**config.mk**
```make
export PLATFORM = sky130hd
export DESIGN_NAME = ddc_decim_input_nco_select
export DESIGN_NICKNAME = d
export VERILOG_FILES = /design/src/design/ddc_pkg.sv /design/src/design/pin_sync.sv /design/src/design/decim_decode.sv /design/src/design/ddc_decim_input_nco_select.sv
export VERILOG_INCLUDE_DIRS = /design/src /design/src/design
export SDC_FILE = /design/constraint.sdc
export NUM_CORES = 1
export LEC_CHECK = 0
export ABC_AREA = 1
export BUFFER_PORTS_ARGS = -buffer_cell sky130_fd_sc_hd__buf_2
export CORE_MARGIN = 2
export CORE_UTILIZATION = 43
export CTS_CLUSTER_DIAMETER = 60
export DETAILED_ROUTE_END_ITERATION = 16
export PLACE_DENSITY = 0.81
export SLEW_MARGIN = 20
export SYNTH_ARGS = -nofsm -noshare
export SYNTH_HDL_FRONTEND = slang
export SYNTH_HIERARCHICAL = 1
export SYNTH_SLANG_ARGS = --single-unit
```
**constraint.sdc**
```tcl
create_clock -name core_clk -period 3.03 [get_ports core_clk]
set_input_delay 0.606 -clock core_clk [delete_from_list [all_inputs] [get_ports core_clk]]
set_output_delay 0.606 -clock core_clk [all_outputs]
set_load 0.005 [all_outputs]
```
**src/design/ddc_defs.svh**
```systemverilog
// constants for the down-converter two decimation, input and profile block
// What this block does
// RULE1: main code 000 uses two half-bands, ratio 2 real or 4 complex.
// RULE2: main code 001 uses three half-bands, ratio 4 real or 8 complex.
// RULE3: main code 010 uses four half-bands, ratio 8 real or 16 complex.
// RULE4: main code 011 uses first half-band only, ratio 1 real or 2 complex.
// RULE5: main code 100 uses half-band one plus third-band, ratio 3 or 6.
// RULE6: main code 101 uses two half-bands plus third-band, ratio 6 or 12.
// RULE7: main code 110 uses three half-bands plus third-band, ratio 12 or 24.
// RULE8: main code 111 takes the ratio from the secondary four-bit field.
// RULE9: secondary field is ignored unless the main code is 111.
// RULE10: secondary 0 uses third-band plus four half-bands, ratio 48 or 24.
// RULE11: secondary 2 uses fifth-band plus half-band one, ratio 10 or 5.
// RULE12: secondary 3 uses fifth-band plus two half-bands, ratio 20 or 10.
// RULE13: secondary 4 uses fifth-band plus three half-bands, ratio 40 or 20.
// RULE14: bit 0 picks I source, bit 2 picks Q source; 0 is A, 1 is B.
// RULE15: mode 0 takes the profile index from the register field.
// RULE16: modes 1 to 4 build the index from two pin levels, upper zero.
// RULE17: modes 5 and 6 build the index from all four pin levels.
// RULE18: modes 8 and 9 count rising edges of pin A low or A high.
// RULE19: edge counter wraps to zero once it reaches the wrap field.
// RULE20: modes 10 and 11 count rising edges of pin B low or B high.
// RULE21: complex-to-real set gives real I only; clear gives valid I and Q.
// RULE22: control pins pass two flops and an edge detector before use.
// RULE23: reserved codes and modes keep the last valid configuration.
`ifndef DDC_DEFS_SVH
`define DDC_DEFS_SVH

// register indices; byte address is four times the index
`define REG_CTRL_IDX 10'h350
`define REG_INSEL_IDX 10'h351
`define REG_OSC_IDX 10'h354
`define REG_RESET 8'h00

// field positions
`define CTRL_DEC_MSB 2
`define CTRL_DEC_LSB 0
`define CTRL_C2R_BIT 3
`define INSEL_I_BIT 0
`define INSEL_Q_BIT 2
`define INSEL_SEC_MSB 7
`define INSEL_SEC_LSB 4
`define INSEL_WMASK 8'hF5
`define OSC_MODE_MSB 7
`define OSC_MODE_LSB 4
`define OSC_FIELD_MSB 3
`define OSC_FIELD_LSB 0

// pin vector positions
`define PIN_A_LO 0
`define PIN_A_HI 1
`define PIN_B_LO 2
`define PIN_B_HI 3
`define PIN_COUNT 4

// decimation codes
`define DEC_MAIN_EXT 3'h7
`define SEC_CODE_TB 4'h0
`define SEC_CODE_FB1 4'h2
`define SEC_CODE_FB2 4'h3
`define SEC_CODE_FB3 4'h4

`endif

```
**src/design/ddc_pkg.sv**
```systemverilog
// types shared by the down-converter two selection block
package ddc_pkg;

    // profile index source modes
    typedef enum logic [3:0] {
        MODE_REG = 4'h0,
        MODE_B0A0 = 4'h1,
        MODE_B1A1 = 4'h2,
        MODE_A1A0 = 4'h3,
        MODE_B1B0 = 4'h4,
        MODE_MIXED = 4'h5,
        MODE_GROUPED = 4'h6,
        MODE_EDGE_A_LO = 4'h8,
        MODE_EDGE_A_HI = 4'h9,
        MODE_EDGE_B_LO = 4'hA,
        MODE_EDGE_B_HI = 4'hB
    } osc_mode_t;

    // decoded filter chain
    typedef struct packed {
        logic half_band_stage_one;
        logic half_band_stage_two;
        logic half_band_stage_three;
        logic half_band_stage_four;
        logic third_band_stage;
        logic fifth_band_stage;
        logic [5:0] ratio;
    } decim_cfg_t;

endpackage

```
**src/design/pin_sync.sv**
```systemverilog
// two-flop synchroniser with rising edge detect for the control pins
`timescale 1ns/1ns
`default_nettype none
module pin_sync #(
    parameter int WIDTH = 4
) (
    // clock and reset
    input wire logic core_clk,
    input wire logic rst,
    // raw pins
    input wire logic [WIDTH-1:0] pins,
    // synchronised view
    output logic [WIDTH-1:0] level,
    output logic [WIDTH-1:0] rise
);

    typedef struct packed {
        logic [WIDTH-1:0] s1;
        logic [WIDTH-1:0] s2;
        logic [WIDTH-1:0] s3;
    } sync_state_t;

    sync_state_t st;
    sync_state_t next_st;

    // s1 feeds only s2; edges come from s2 against s3
    always_comb begin
        next_st.s1 = pins;
        next_st.s2 = st.s1;
        next_st.s3 = st.s2;
    end

    always_ff @(posedge core_clk) begin
        if (rst) begin
            st <= '0;
        end else begin
            st <= next_st;
        end
    end

    assign level = st.s2;
    assign rise = st.s2 & ~st.s3; // RULE22

endmodule
`default_nettype wire

```
**src/design/decim_decode.sv**
```systemverilog
// decimation code to filter chain and ratio decoder
`timescale 1ns/1ns
`default_nettype none
`include "ddc_defs.svh"
module decim_decode (
    // register fields
    input wire logic [2:0] main_code,
    input wire logic [3:0] sec_code,
    input wire logic c2r,
    // decoded chain
    output ddc_pkg::decim_cfg_t cfg,
    output logic valid
);

    // build a chain; real output halves the complex ratio
    function automatic ddc_pkg::decim_cfg_t chain(
        input logic [2:0] hbn,
        input logic tb,
        input logic fb,
        input logic [5:0] cplx,
        input logic real_out
    );
        ddc_pkg::decim_cfg_t c;
        c.half_band_stage_one = (hbn >= 3'h1);
        c.half_band_stage_two = (hbn >= 3'h2);
        c.half_band_stage_three = (hbn >= 3'h3);
        c.half_band_stage_four = (hbn >= 3'h4);
        c.third_band_stage = tb;
        c.fifth_band_stage = fb;
        c.ratio = real_out ? (cplx >> 1) : cplx;
        return c;
    endfunction

    // main code first, secondary only under the extension code
    always_comb begin
        valid = 1'b1;
        cfg = chain(3'h2, 1'b0, 1'b0, 6'h04, c2r);
        case (main_code)
            3'h0: cfg = chain(3'h2, 1'b0, 1'b0, 6'h04, c2r); // RULE1
            3'h1: cfg = chain(3'h3, 1'b0, 1'b0, 6'h08, c2r); // RULE2
            3'h2: cfg = chain(3'h4, 1'b0, 1'b0, 6'h10, c2r); // RULE3
            3'h3: cfg = chain(3'h1, 1'b0, 1'b0, 6'h02, c2r); // RULE4
            3'h4: cfg = chain(3'h1, 1'b1, 1'b0, 6'h06, c2r); // RULE5
            3'h5: cfg = chain(3'h2, 1'b1, 1'b0, 6'h0C, c2r); // RULE6
            3'h6: cfg = chain(3'h3, 1'b1, 1'b0, 6'h18, c2r); // RULE7
            default: begin
                // RULE8 RULE9
                case (sec_code)
                    `SEC_CODE_TB: cfg = chain(3'h4, 1'b1, 1'b0, 6'h30, c2r); // RULE10
                    `SEC_CODE_FB1: cfg = chain(3'h1, 1'b0, 1'b1, 6'h0A, c2r); // RULE11
                    `SEC_CODE_FB2: cfg = chain(3'h2, 1'b0, 1'b1, 6'h14, c2r); // RULE12
                    `SEC_CODE_FB3: cfg = chain(3'h3, 1'b0, 1'b1, 6'h28, c2r); // RULE13
                    default: valid = 1'b0; // RULE23
                endcase
            end
        endcase
    end

endmodule
`default_nettype wire

```
**src/design/ddc_decim_input_nco_select.sv**
```systemverilog
// register slave, input routing and profile select for down-converter two
//
// The Wishbone slave port was chosen for this implementation.
`timescale 1ns/1ns
`default_nettype none
`include "ddc_defs.svh"
module ddc_decim_input_nco_select #(
    parameter int SAMPLE_W = 16
) (
    // clock and reset
    input wire logic core_clk,
    input wire logic rst,
    // wishbone slave
    input wire logic [11:0] wb_adr_i,
    input wire logic [31:0] wb_dat_i,
    output logic [31:0] wb_dat_o,
    input wire logic wb_we_i,
    input wire logic [3:0] wb_sel_i,
    input wire logic wb_cyc_i,
    input wire logic wb_stb_i,
    output logic wb_ack_o,
    // control pins, asynchronous
    input wire logic ctrl_pin_a_lo,
    input wire logic ctrl_pin_a_hi,
    input wire logic ctrl_pin_b_lo,
    input wire logic ctrl_pin_b_hi,
    // converter samples
    input wire logic [SAMPLE_W-1:0] chan_a_sample,
    input wire logic [SAMPLE_W-1:0] chan_b_sample,
    // routed samples
    output logic [SAMPLE_W-1:0] i_sample,
    output logic [SAMPLE_W-1:0] q_sample,
    output logic q_valid,
    output logic real_only,
    // decoded filter chain
    output logic half_band_stage_one,
    output logic half_band_stage_two,
    output logic half_band_stage_three,
    output logic half_band_stage_four,
    output logic third_band_stage,
    output logic fifth_band_stage,
    output logic [5:0] decim_ratio,
    // active oscillator profile
    output logic [3:0] oscillator_profile
);

    typedef struct packed {
        logic [7:0] ctrl;
        logic [7:0] insel;
        logic [7:0] osc;
        logic ack;
        logic [31:0] rdata;
        ddc_pkg::decim_cfg_t cfg;
        ddc_pkg::osc_mode_t mode;
        logic [3:0] count;
        logic [3:0] profile;
        logic [SAMPLE_W-1:0] i_s;
        logic [SAMPLE_W-1:0] q_s;
        logic real_out;
    } state_t;

    state_t st;
    state_t next_st;

    logic [`PIN_COUNT-1:0] pin_raw;
    logic [`PIN_COUNT-1:0] pin_lvl;
    logic [`PIN_COUNT-1:0] pin_rise;
    ddc_pkg::decim_cfg_t dec_cfg;
    logic dec_valid;
    logic [9:0] reg_idx;
    logic req;
    logic [3:0] wrap;
    logic sel_rise;

    // true for mode codes that have a defined meaning
    function automatic logic mode_defined(input logic [3:0] m);
        case (m)
            4'h0, 4'h1, 4'h2, 4'h3, 4'h4, 4'h5, 4'h6,
            4'h8, 4'h9, 4'hA, 4'hB: mode_defined = 1'b1;
            default: mode_defined = 1'b0;
        endcase
    endfunction

    // true for the edge-counting modes
    function automatic logic mode_counts(input ddc_pkg::osc_mode_t m);
        mode_counts = (m == ddc_pkg::MODE_EDGE_A_LO) ||
            (m == ddc_pkg::MODE_EDGE_A_HI) ||
            (m == ddc_pkg::MODE_EDGE_B_LO) ||
            (m == ddc_pkg::MODE_EDGE_B_HI);
    endfunction

    assign pin_raw[`PIN_A_LO] = ctrl_pin_a_lo;
    assign pin_raw[`PIN_A_HI] = ctrl_pin_a_hi;
    assign pin_raw[`PIN_B_LO] = ctrl_pin_b_lo;
    assign pin_raw[`PIN_B_HI] = ctrl_pin_b_hi;

    // pins are never read before two flops
    pin_sync #(
        .WIDTH(`PIN_COUNT)
    ) u_sync (
        .core_clk(core_clk),
        .rst(rst),
        .pins(pin_raw),
        .level(pin_lvl),
        .rise(pin_rise)
    );

    decim_decode u_dec (
        .main_code(st.ctrl[`CTRL_DEC_MSB:`CTRL_DEC_LSB]),
        .sec_code(st.insel[`INSEL_SEC_MSB:`INSEL_SEC_LSB]),
        .c2r(st.ctrl[`CTRL_C2R_BIT]),
        .cfg(dec_cfg),
        .valid(dec_valid)
    );

    // bus decode; low address bits select bytes, registers are words
    assign reg_idx = wb_adr_i[11:2];
    assign req = wb_cyc_i && wb_stb_i;
    assign wrap = st.osc[`OSC_FIELD_MSB:`OSC_FIELD_LSB];

    // edge chosen by the active counting mode
    always_comb begin
        case (st.mode)
            ddc_pkg::MODE_EDGE_A_LO: sel_rise = pin_rise[`PIN_A_LO]; // RULE18
            ddc_pkg::MODE_EDGE_A_HI: sel_rise = pin_rise[`PIN_A_HI]; // RULE18
            ddc_pkg::MODE_EDGE_B_LO: sel_rise = pin_rise[`PIN_B_LO]; // RULE20
            ddc_pkg::MODE_EDGE_B_HI: sel_rise = pin_rise[`PIN_B_HI]; // RULE20
            default: sel_rise = 1'b0;
        endcase
    end

    // next-state logic for bus, config, counter and datapath
    always_comb begin
        next_st = st;
        // ack one cycle after the request, dropped the cycle after
        next_st.ack = req && !st.ack;
        next_st.rdata = st.rdata;
        if (req && !st.ack) begin
            // unmapped words read as zero and ack normally
            case (reg_idx)
                `REG_CTRL_IDX: next_st.rdata = {24'h000000, st.ctrl};
                `REG_INSEL_IDX: next_st.rdata = {24'h000000, st.insel};
                `REG_OSC_IDX: next_st.rdata = {24'h000000, st.osc};
                default: next_st.rdata = 32'h00000000;
            endcase
        end
        // writes land on the edge where the master sees ack
        if (req && st.ack && wb_we_i && wb_sel_i[0]) begin
            case (reg_idx)
                `REG_CTRL_IDX: next_st.ctrl = wb_dat_i[7:0];
                `REG_INSEL_IDX: next_st.insel = wb_dat_i[7:0] & `INSEL_WMASK;
                `REG_OSC_IDX: next_st.osc = wb_dat_i[7:0];
                default: next_st.ctrl = st.ctrl;
            endcase
        end

        // reserved settings leave the last good chain in place
        if (dec_valid) begin
            next_st.cfg = dec_cfg;
        end
        if (mode_defined(st.osc[`OSC_MODE_MSB:`OSC_MODE_LSB])) begin
            next_st.mode = ddc_pkg::osc_mode_t'(
                st.osc[`OSC_MODE_MSB:`OSC_MODE_LSB]); // RULE23
        end

        // edge counter steps to the wrap value, then back to zero
        if (mode_counts(st.mode) && sel_rise) begin
            if (st.count >= wrap) begin
                next_st.count = 4'h0; // RULE19
            end else begin
                next_st.count = st.count + 4'h1; // RULE18
            end
        end

        // profile index source
        case (st.mode)
            ddc_pkg::MODE_REG: next_st.profile = wrap; // RULE15
            ddc_pkg::MODE_B0A0: next_st.profile = {2'b00,
                pin_lvl[`PIN_B_LO], pin_lvl[`PIN_A_LO]}; // RULE16
            ddc_pkg::MODE_B1A1: next_st.profile = {2'b00,
                pin_lvl[`PIN_B_HI], pin_lvl[`PIN_A_HI]}; // RULE16
            ddc_pkg::MODE_A1A0: next_st.profile = {2'b00,
                pin_lvl[`PIN_A_HI], pin_lvl[`PIN_A_LO]}; // RULE16
            ddc_pkg::MODE_B1B0: next_st.profile = {2'b00,
                pin_lvl[`PIN_B_HI], pin_lvl[`PIN_B_LO]}; // RULE16
            ddc_pkg::MODE_MIXED: next_st.profile = {pin_lvl[`PIN_B_HI],
                pin_lvl[`PIN_A_HI], pin_lvl[`PIN_B_LO],
                pin_lvl[`PIN_A_LO]}; // RULE17
            ddc_pkg::MODE_GROUPED: next_st.profile = {pin_lvl[`PIN_B_HI],
                pin_lvl[`PIN_B_LO], pin_lvl[`PIN_A_HI],
                pin_lvl[`PIN_A_LO]}; // RULE17
            default: next_st.profile = st.count; // RULE18 RULE20
        endcase

        // input routing, Q muted in real mode
        next_st.i_s = st.insel[`INSEL_I_BIT] ? chan_b_sample
            : chan_a_sample; // RULE14
        next_st.q_s = st.insel[`INSEL_Q_BIT] ? chan_b_sample
            : chan_a_sample; // RULE14
        next_st.real_out = st.ctrl[`CTRL_C2R_BIT]; // RULE21
        if (st.ctrl[`CTRL_C2R_BIT]) begin
            next_st.q_s = '0; // RULE21
        end
    end

    // single state register; reset clears every field
    always_ff @(posedge core_clk) begin
        if (rst) begin
            st <= '0;
        end else begin
            st <= next_st;
        end
    end

    // outputs straight from state
    assign wb_ack_o = st.ack;
    assign wb_dat_o = st.ack ? st.rdata : 32'h00000000;
    assign i_sample = st.i_s;
    assign q_sample = st.q_s;
    assign real_only = st.real_out;
    assign q_valid = !st.real_out;
    assign half_band_stage_one = st.cfg.half_band_stage_one;
    assign half_band_stage_two = st.cfg.half_band_stage_two;
    assign half_band_stage_three = st.cfg.half_band_stage_three;
    assign half_band_stage_four = st.cfg.half_band_stage_four;
    assign third_band_stage = st.cfg.third_band_stage;
    assign fifth_band_stage = st.cfg.fifth_band_stage;
    assign decim_ratio = st.cfg.ratio;
    assign oscillator_profile = st.profile;
endmodule
`default_nettype wire

```
======== Yosys cells after proc, flatten, opt, wreduce, memory -nomap -nowiden ========
Memories as Yosys holds them, arrays and structs flattened. A register that Yosys moved wholly into a read port is not among the register bits.
Cells that the tools add are included.
cells by class
  bitwise gates (word level) .............. 2
  reductions and logical operators ........ 20
  $add $sub $neg .......................... 1
  equal/unequal tests ..................... 22
  muxes and demuxes ....................... 24
  $lt $le $gt $ge ......................... 1
operators by type and width
  kind                                                              count
  12-bit case mux with 7 select lines                               1
  11-bit case mux with 4 select lines                               1
  16-bit 2-to-1 mux                                                 2
  32-bit 2-to-1 mux                                                 1
  10-bit == test (second input constant)                            3
  4-bit case mux with 7 select lines                                1
  4-bit 2-to-1 mux                                                  6
  8-bit case mux with 3 select lines                                1
  4-bit by 2-bit == test with 1-bit output (second input constant)  4
  4-bit by 3-bit == test with 1-bit output (second input constant)  4
  4-bit == test (second input constant)                             4
  5-bit 2-to-1 mux                                                  3
  6-bit 2-to-1 mux                                                  2
  3-bit == test (second input constant)                             3
  4-bit logical NOT                                                 2
  7-bit OR reduction                                                1
  3-bit by 2-bit == test with 1-bit output (second input constant)  2
  1-bit logical AND                                                 6
  3-bit 2-to-1 mux                                                  2
  2-bit AND reduction                                               3
  4-bit by 1-bit adder with 4-bit output (second input constant)    1
  4-bit bitwise AND                                                 1
  4-bit by 1-bit == test with 1-bit output (second input constant)  1
  4-bit greater-or-equal comparator                                 1
  10 further kinds                                                  14
word-level totals
  memories kept ........................... 1
  output and inout bits ................... 83
  bits in read-only memories .............. 16
  flip-flop bits (word level) ............. 124
  word-level logic and storage cells ...... 92
memories
  memory            depth  bits a word  rd ports  clocked after memory_dff  wr ports  RTL line                          RTL
  (name not given)  16     1            1         1                         0         ddc_decim_input_nco_select.sv:77  case (m)

======== Longest topological paths before layout ========
  depth after elaboration ................. 7
  gate-level depth with buffers ........... 11

======== Cells and area by module ========
The synthesis kept the hierarchy.
modules (own cells, without submodules)
  module                      cells an instance  area an instance (um^2)  seq. area each (um^2)  times used
  ddc_decim_input_nco_select  582                4354.2                   1781.7                 1
  decim_decode                84                 397.9                    0.0                    1
  pin_sync                    45                 386.6                    240.2                  1

======== Least setup slack after synthesis ========
Ideal clock, no wire load.
  path kind ............................... input-to-reg
  from .................................... input port wb_adr_i[7]
  to ...................................... register st[112] (netlist name)
  cell stages on the path ................. 7
  path slack .............................. 1445 ps
  data required time ...................... 2914 ps
  setup time .............................. 116 ps
  arrival time ............................ 1469 ps
  path through ............................ nor2_1 nand3_2 nor2_4 nand3_4 buf_6 o21ai_1 a21oi_1
between the ends
  longest elaborated chain between the ends .. 2
RTL lines
  what                                  RTL line                           RTL
  start: declaration                    ddc_decim_input_nco_select.sv:14   input wire logic [11:0] wb_adr_i,
  10-bit == test                        ddc_decim_input_nco_select.sv:149  case (reg_idx)
  2-bit AND reduction (no source line)  n/a
  end signal: assignment                ddc_decim_input_nco_select.sv:211  st <= next_st;
  end: declaration                      ddc_decim_input_nco_select.sv:62   state_t st;
No other way between the ends.
A chain may end at the register's enable or synchronous reset.

======== Final worst setup path ========
  from .................................... register st (netlist bit wb_ack_o)
  to ...................................... output port wb_dat_o[7]
between the ends
  longest elaborated chain between the ends .. 1
RTL lines
  what               RTL line                           RTL
  32-bit 2-to-1 mux  ddc_decim_input_nco_select.sv:217  assign wb_dat_o = st.ack ? st.rdata : 32'h00000000;
  end: declaration   ddc_decim_input_nco_select.sv:16   output logic [31:0] wb_dat_o,
No other way between the ends.

==> reports/results.tsv <==
stage	metric	value	unit
clock_network	ctsResizeCount	0	
worst_setup_path	worstReg2RegEnd	third_band_stage	
sta	drv_slew	0	
yosys	synthesis.area	5140	um^2
final_layout	layout_commonest_cell	buf_2	
final_layout	areaGrowthSynthToFinish	9.98	%
floorplan	die_x	113	um
sta	hold_violations	0	
yosys	async_flop_share	0	%
floorplan	core_area	11500	um^2
worst_setup_path	cp.required	2.42	ns
global_routing	antenna_found_initial	0	
worst_setup_path	rr_worst_depth	8	
placed_design	port_buffers	118	
worst_setup_path	rr_startpoint	st[106]	
worst_setup_path	crit_start	wb_ack_o	
floorplan	fp.dieH	113	um
yosys	netlist_instances	711	
yosys	synth_top_family_by_area	simple AND/OR/NAND/NOR gates	
final_layout	drive_gt1_share	21.5	%
clock_network	insertion_delay	0.35	ns
sta	period_share	59.4	%
worst_setup_path	rrSetupSlack	1.27	ns
sta	setup_slack	1.23	ns
sta	rsz0062_at_grt	no	
run_status	outcome	complete, no violations	
flow_run	maxCapViolCount	0	
sta	fin_hold_ws	0.405	ns
power_and_ir_drop	max-vdd-ir-drop	0.281	mV
hold_path	hold_class	flip-flop to flip-flop	
worst_setup_path	arrival	1.19	ns
floorplan	io_pins	172	
yosys	synthMuxAreaShare	0	%
power_and_ir_drop	fin_total_pwr	2.74	mW
sta	final.setup.tns	0	ns
sta	final.min_clock_period	1.80	ns
yosys	synth_xor_area_share	0.341	%
placed_design	place.gp.congestion	0.841	
global_routing	grt_max_degree	31	
floorplan	rows	39	
detailed_routing	antenna_left	0	
final_layout	n_fill_cell	1131	
yosys	synth_adder_area_share	1.22	%
sta	fmax	0.556	GHz
final_layout	multi_input_area	2200	um^2
yosys	synth_edf_count	0	
clock_network	path_clk_slew	0.08	ns
global_routing	grt_pass1_vias	3817	
yosys	ys_types	40	
clock_network	clockBufferDepth	2	
detailed_routing	drtPass1Iterations	5	
final_layout	fin_nets	865	
final_layout	n_antenna_cell	0	
global_routing	grt-ovfl-total	0	
clock_network	cts_tree	built	
yosys	yosys_warnings	6	
detailed_routing	vias	4396	
sta	max_slew.worst_pin.slew	0.710	ns
floorplan	start_util	44.6	%
detailed_routing	drt_iter0_markers	323	
detailed_routing	viasPerCell	4.78	
worst_setup_path	startpoint_type	flip-flop	
floorplan	die-area	12800	um^2
detailed_routing	drc	0	
final_layout	seqCellArea	2020	um^2
yosys	ys_seq_area_share	39.3	%
detailed_routing	wl_per_cell	11.7	um
detailed_routing	routed_wirelength	10.7	mm
final_layout	final_cell_mix	buf_2 (118), nand2_1 (117), dfxtp_1 (101), nor2_1 (100), inv_1 (79)	
yosys	synthFlopType	dfxtp_1	
clock_network	ctsHoldBuffers	0	
worst_setup_path	endpoint	wb_dat_o[7]	
clock_network	cts_root_buf	clkbuf_16	
power_and_ir_drop	leakagePower	2.76	nW
clock_network	cts_sinks	101	
power_and_ir_drop	p_per_area	486	nW/um^2
yosys	yosys.area_share.simple	25.9	%
worst_setup_path	worst-path-max-fanout	11	
yosys	synth.avg_cell_area	7.23	um^2
global_routing	grt_pass1_wl	17.1	mm
yosys	synth_seq_cells	101	
clock_network	post-cts-setup-buffers	0	
global_routing	grt_usage	16.4	%
worst_setup_path	end_kind	output pin	
sta	finClkSkew	0.0108	ns
placed_design	pre_cts_ws	1.09	ns
yosys	synth_compound_area_share	13.6	%
placed_design	place.detailed.hpwl	8.10	mm
clock_network	cts-buffers-inserted	9	
clock_network	htreeDepth	3	
sta	slew_headroom	52.6	%
sta	setup_viol	0	
worst_setup_path	critPathKind	flip-flop to output pin	
-- per-layer routing --
layer | global-route usage (%) | vias up | part of all wire [%]
met3 | 2.95 | 15 | 6.4
met1 | 20.1 | 1970 | 43
met4 | 6.59 | 0 | 1.8
met2 | 28.4 | 130 | 48
met5 | 0 | - | 0
li1 | - | 2281 | -
-- Yosys cell counts (2+ instances only) --
cell type  count  share of area [%]
dfxtp_1      101                 39
inv_1         79                5.8
a31oi_1        2               0.24
nand2_2        3               0.37
buf_2          2               0.19
nand3_4        4                1.4
nand2_1      117                8.5
nor2_1       100                7.3
o22ai_1        3               0.37
a211oi_1       2               0.29
o21ai_1        3               0.29
o21ai_0       58                5.6
nand3_2        2               0.39
nand4_1        3               0.37
buf_6          6                1.3
a21oi_1       56                5.5
buf_4         73                 11
nor2_2         3               0.37
ha_1           5                1.2
nor2_8         2               0.78
clkbuf_1      13               0.95
conb_1         2               0.15
inv_2          6               0.44
nor3_1         3               0.29
nor2_4         7                1.5
nand3_1       42                4.1
-- cell type report --
cell class | count | area share, %
sequential | 101 | 35.8
inverter | 86 | 5.71
clock inverter | 7 | 1.55
multi-input combinational | 452 | 39.0
timing repair buffer | 121 | 10.8
clock buffer | 9 | 3.98
tap | 143 | 3.17
-- registers in the layout, indices dropped and copies added (netlist names), named ones only --
signal,cells
half_band_stage_four,1
u_sync/level,4
oscillator_profile,4
q_sample,16
half_band_stage_two,1
u_sync/next_st,4
half_band_stage_one,1
real_only,1
st,37
third_band_stage,1
next_st,1
i_sample,16
fifth_band_stage,1
wb_ack_o,1
half_band_stage_three,1
u_sync/st,4
decim_ratio,6
-- report_power, final --
| group | internal (mW) | total, mW | switching (mW) |
|---|---|---|---|
| sequential | 1.36 | 1.37 | 0.0104 |
| clock | 0.663 | 1.21 | 0.544 |
| combinational | 0.0692 | 0.169 | 0.100 |
| total | 2.09 | 2.74 | 0.654 |
-- critical path, cell delays in order (launching register included) --
cell and delay (ns):
dfxtp_1 0.58, nand2_1 0.10, inv_1 0.06, buf_2 0.10
-- logic make-up after synthesis --
logic type / count (synthesis)
AND/OR/NAND/NOR: 288
buffers and inverters: 181
AO/OA/AOI/OAI: 132
flip-flops: 101
adder cells (fa/ha/maj): 5
XOR/XNOR: 2
other: 2
-- stage by stage --
step,area [um^2],utilization [%],std cells
after floorplan,5230,-,734
after global placement,5340,46.4,903
after detailed placement,5340,46.4,903
after CTS,5650,49.1,919
after global routing,5650,49.1,919
final,5650,49.1,919
-- how the worst min path moves through the flow --
stage | startpoint | slack (ns) | cells past startpoint | end
2_1_floorplan | u_sync/next_st[4] | 0.39 | 2 | u_sync/level[0]
5_1_grt | u_sync/next_st[4] | 0.42 | 2 | u_sync/level[0]
6_report | u_sync/next_st[4] | 0.41 | 2 | u_sync/level[0]
3_3_place_gp | u_sync/next_st[5] | 0.39 | 2 | u_sync/level[1]
3_5_place_dp | u_sync/next_st[4] | 0.40 | 2 | u_sync/level[0]
4_1_cts | u_sync/next_st[4] | 0.41 | 2 | u_sync/level[0]
No activity file was read; power rests on OpenSTA's default activity.
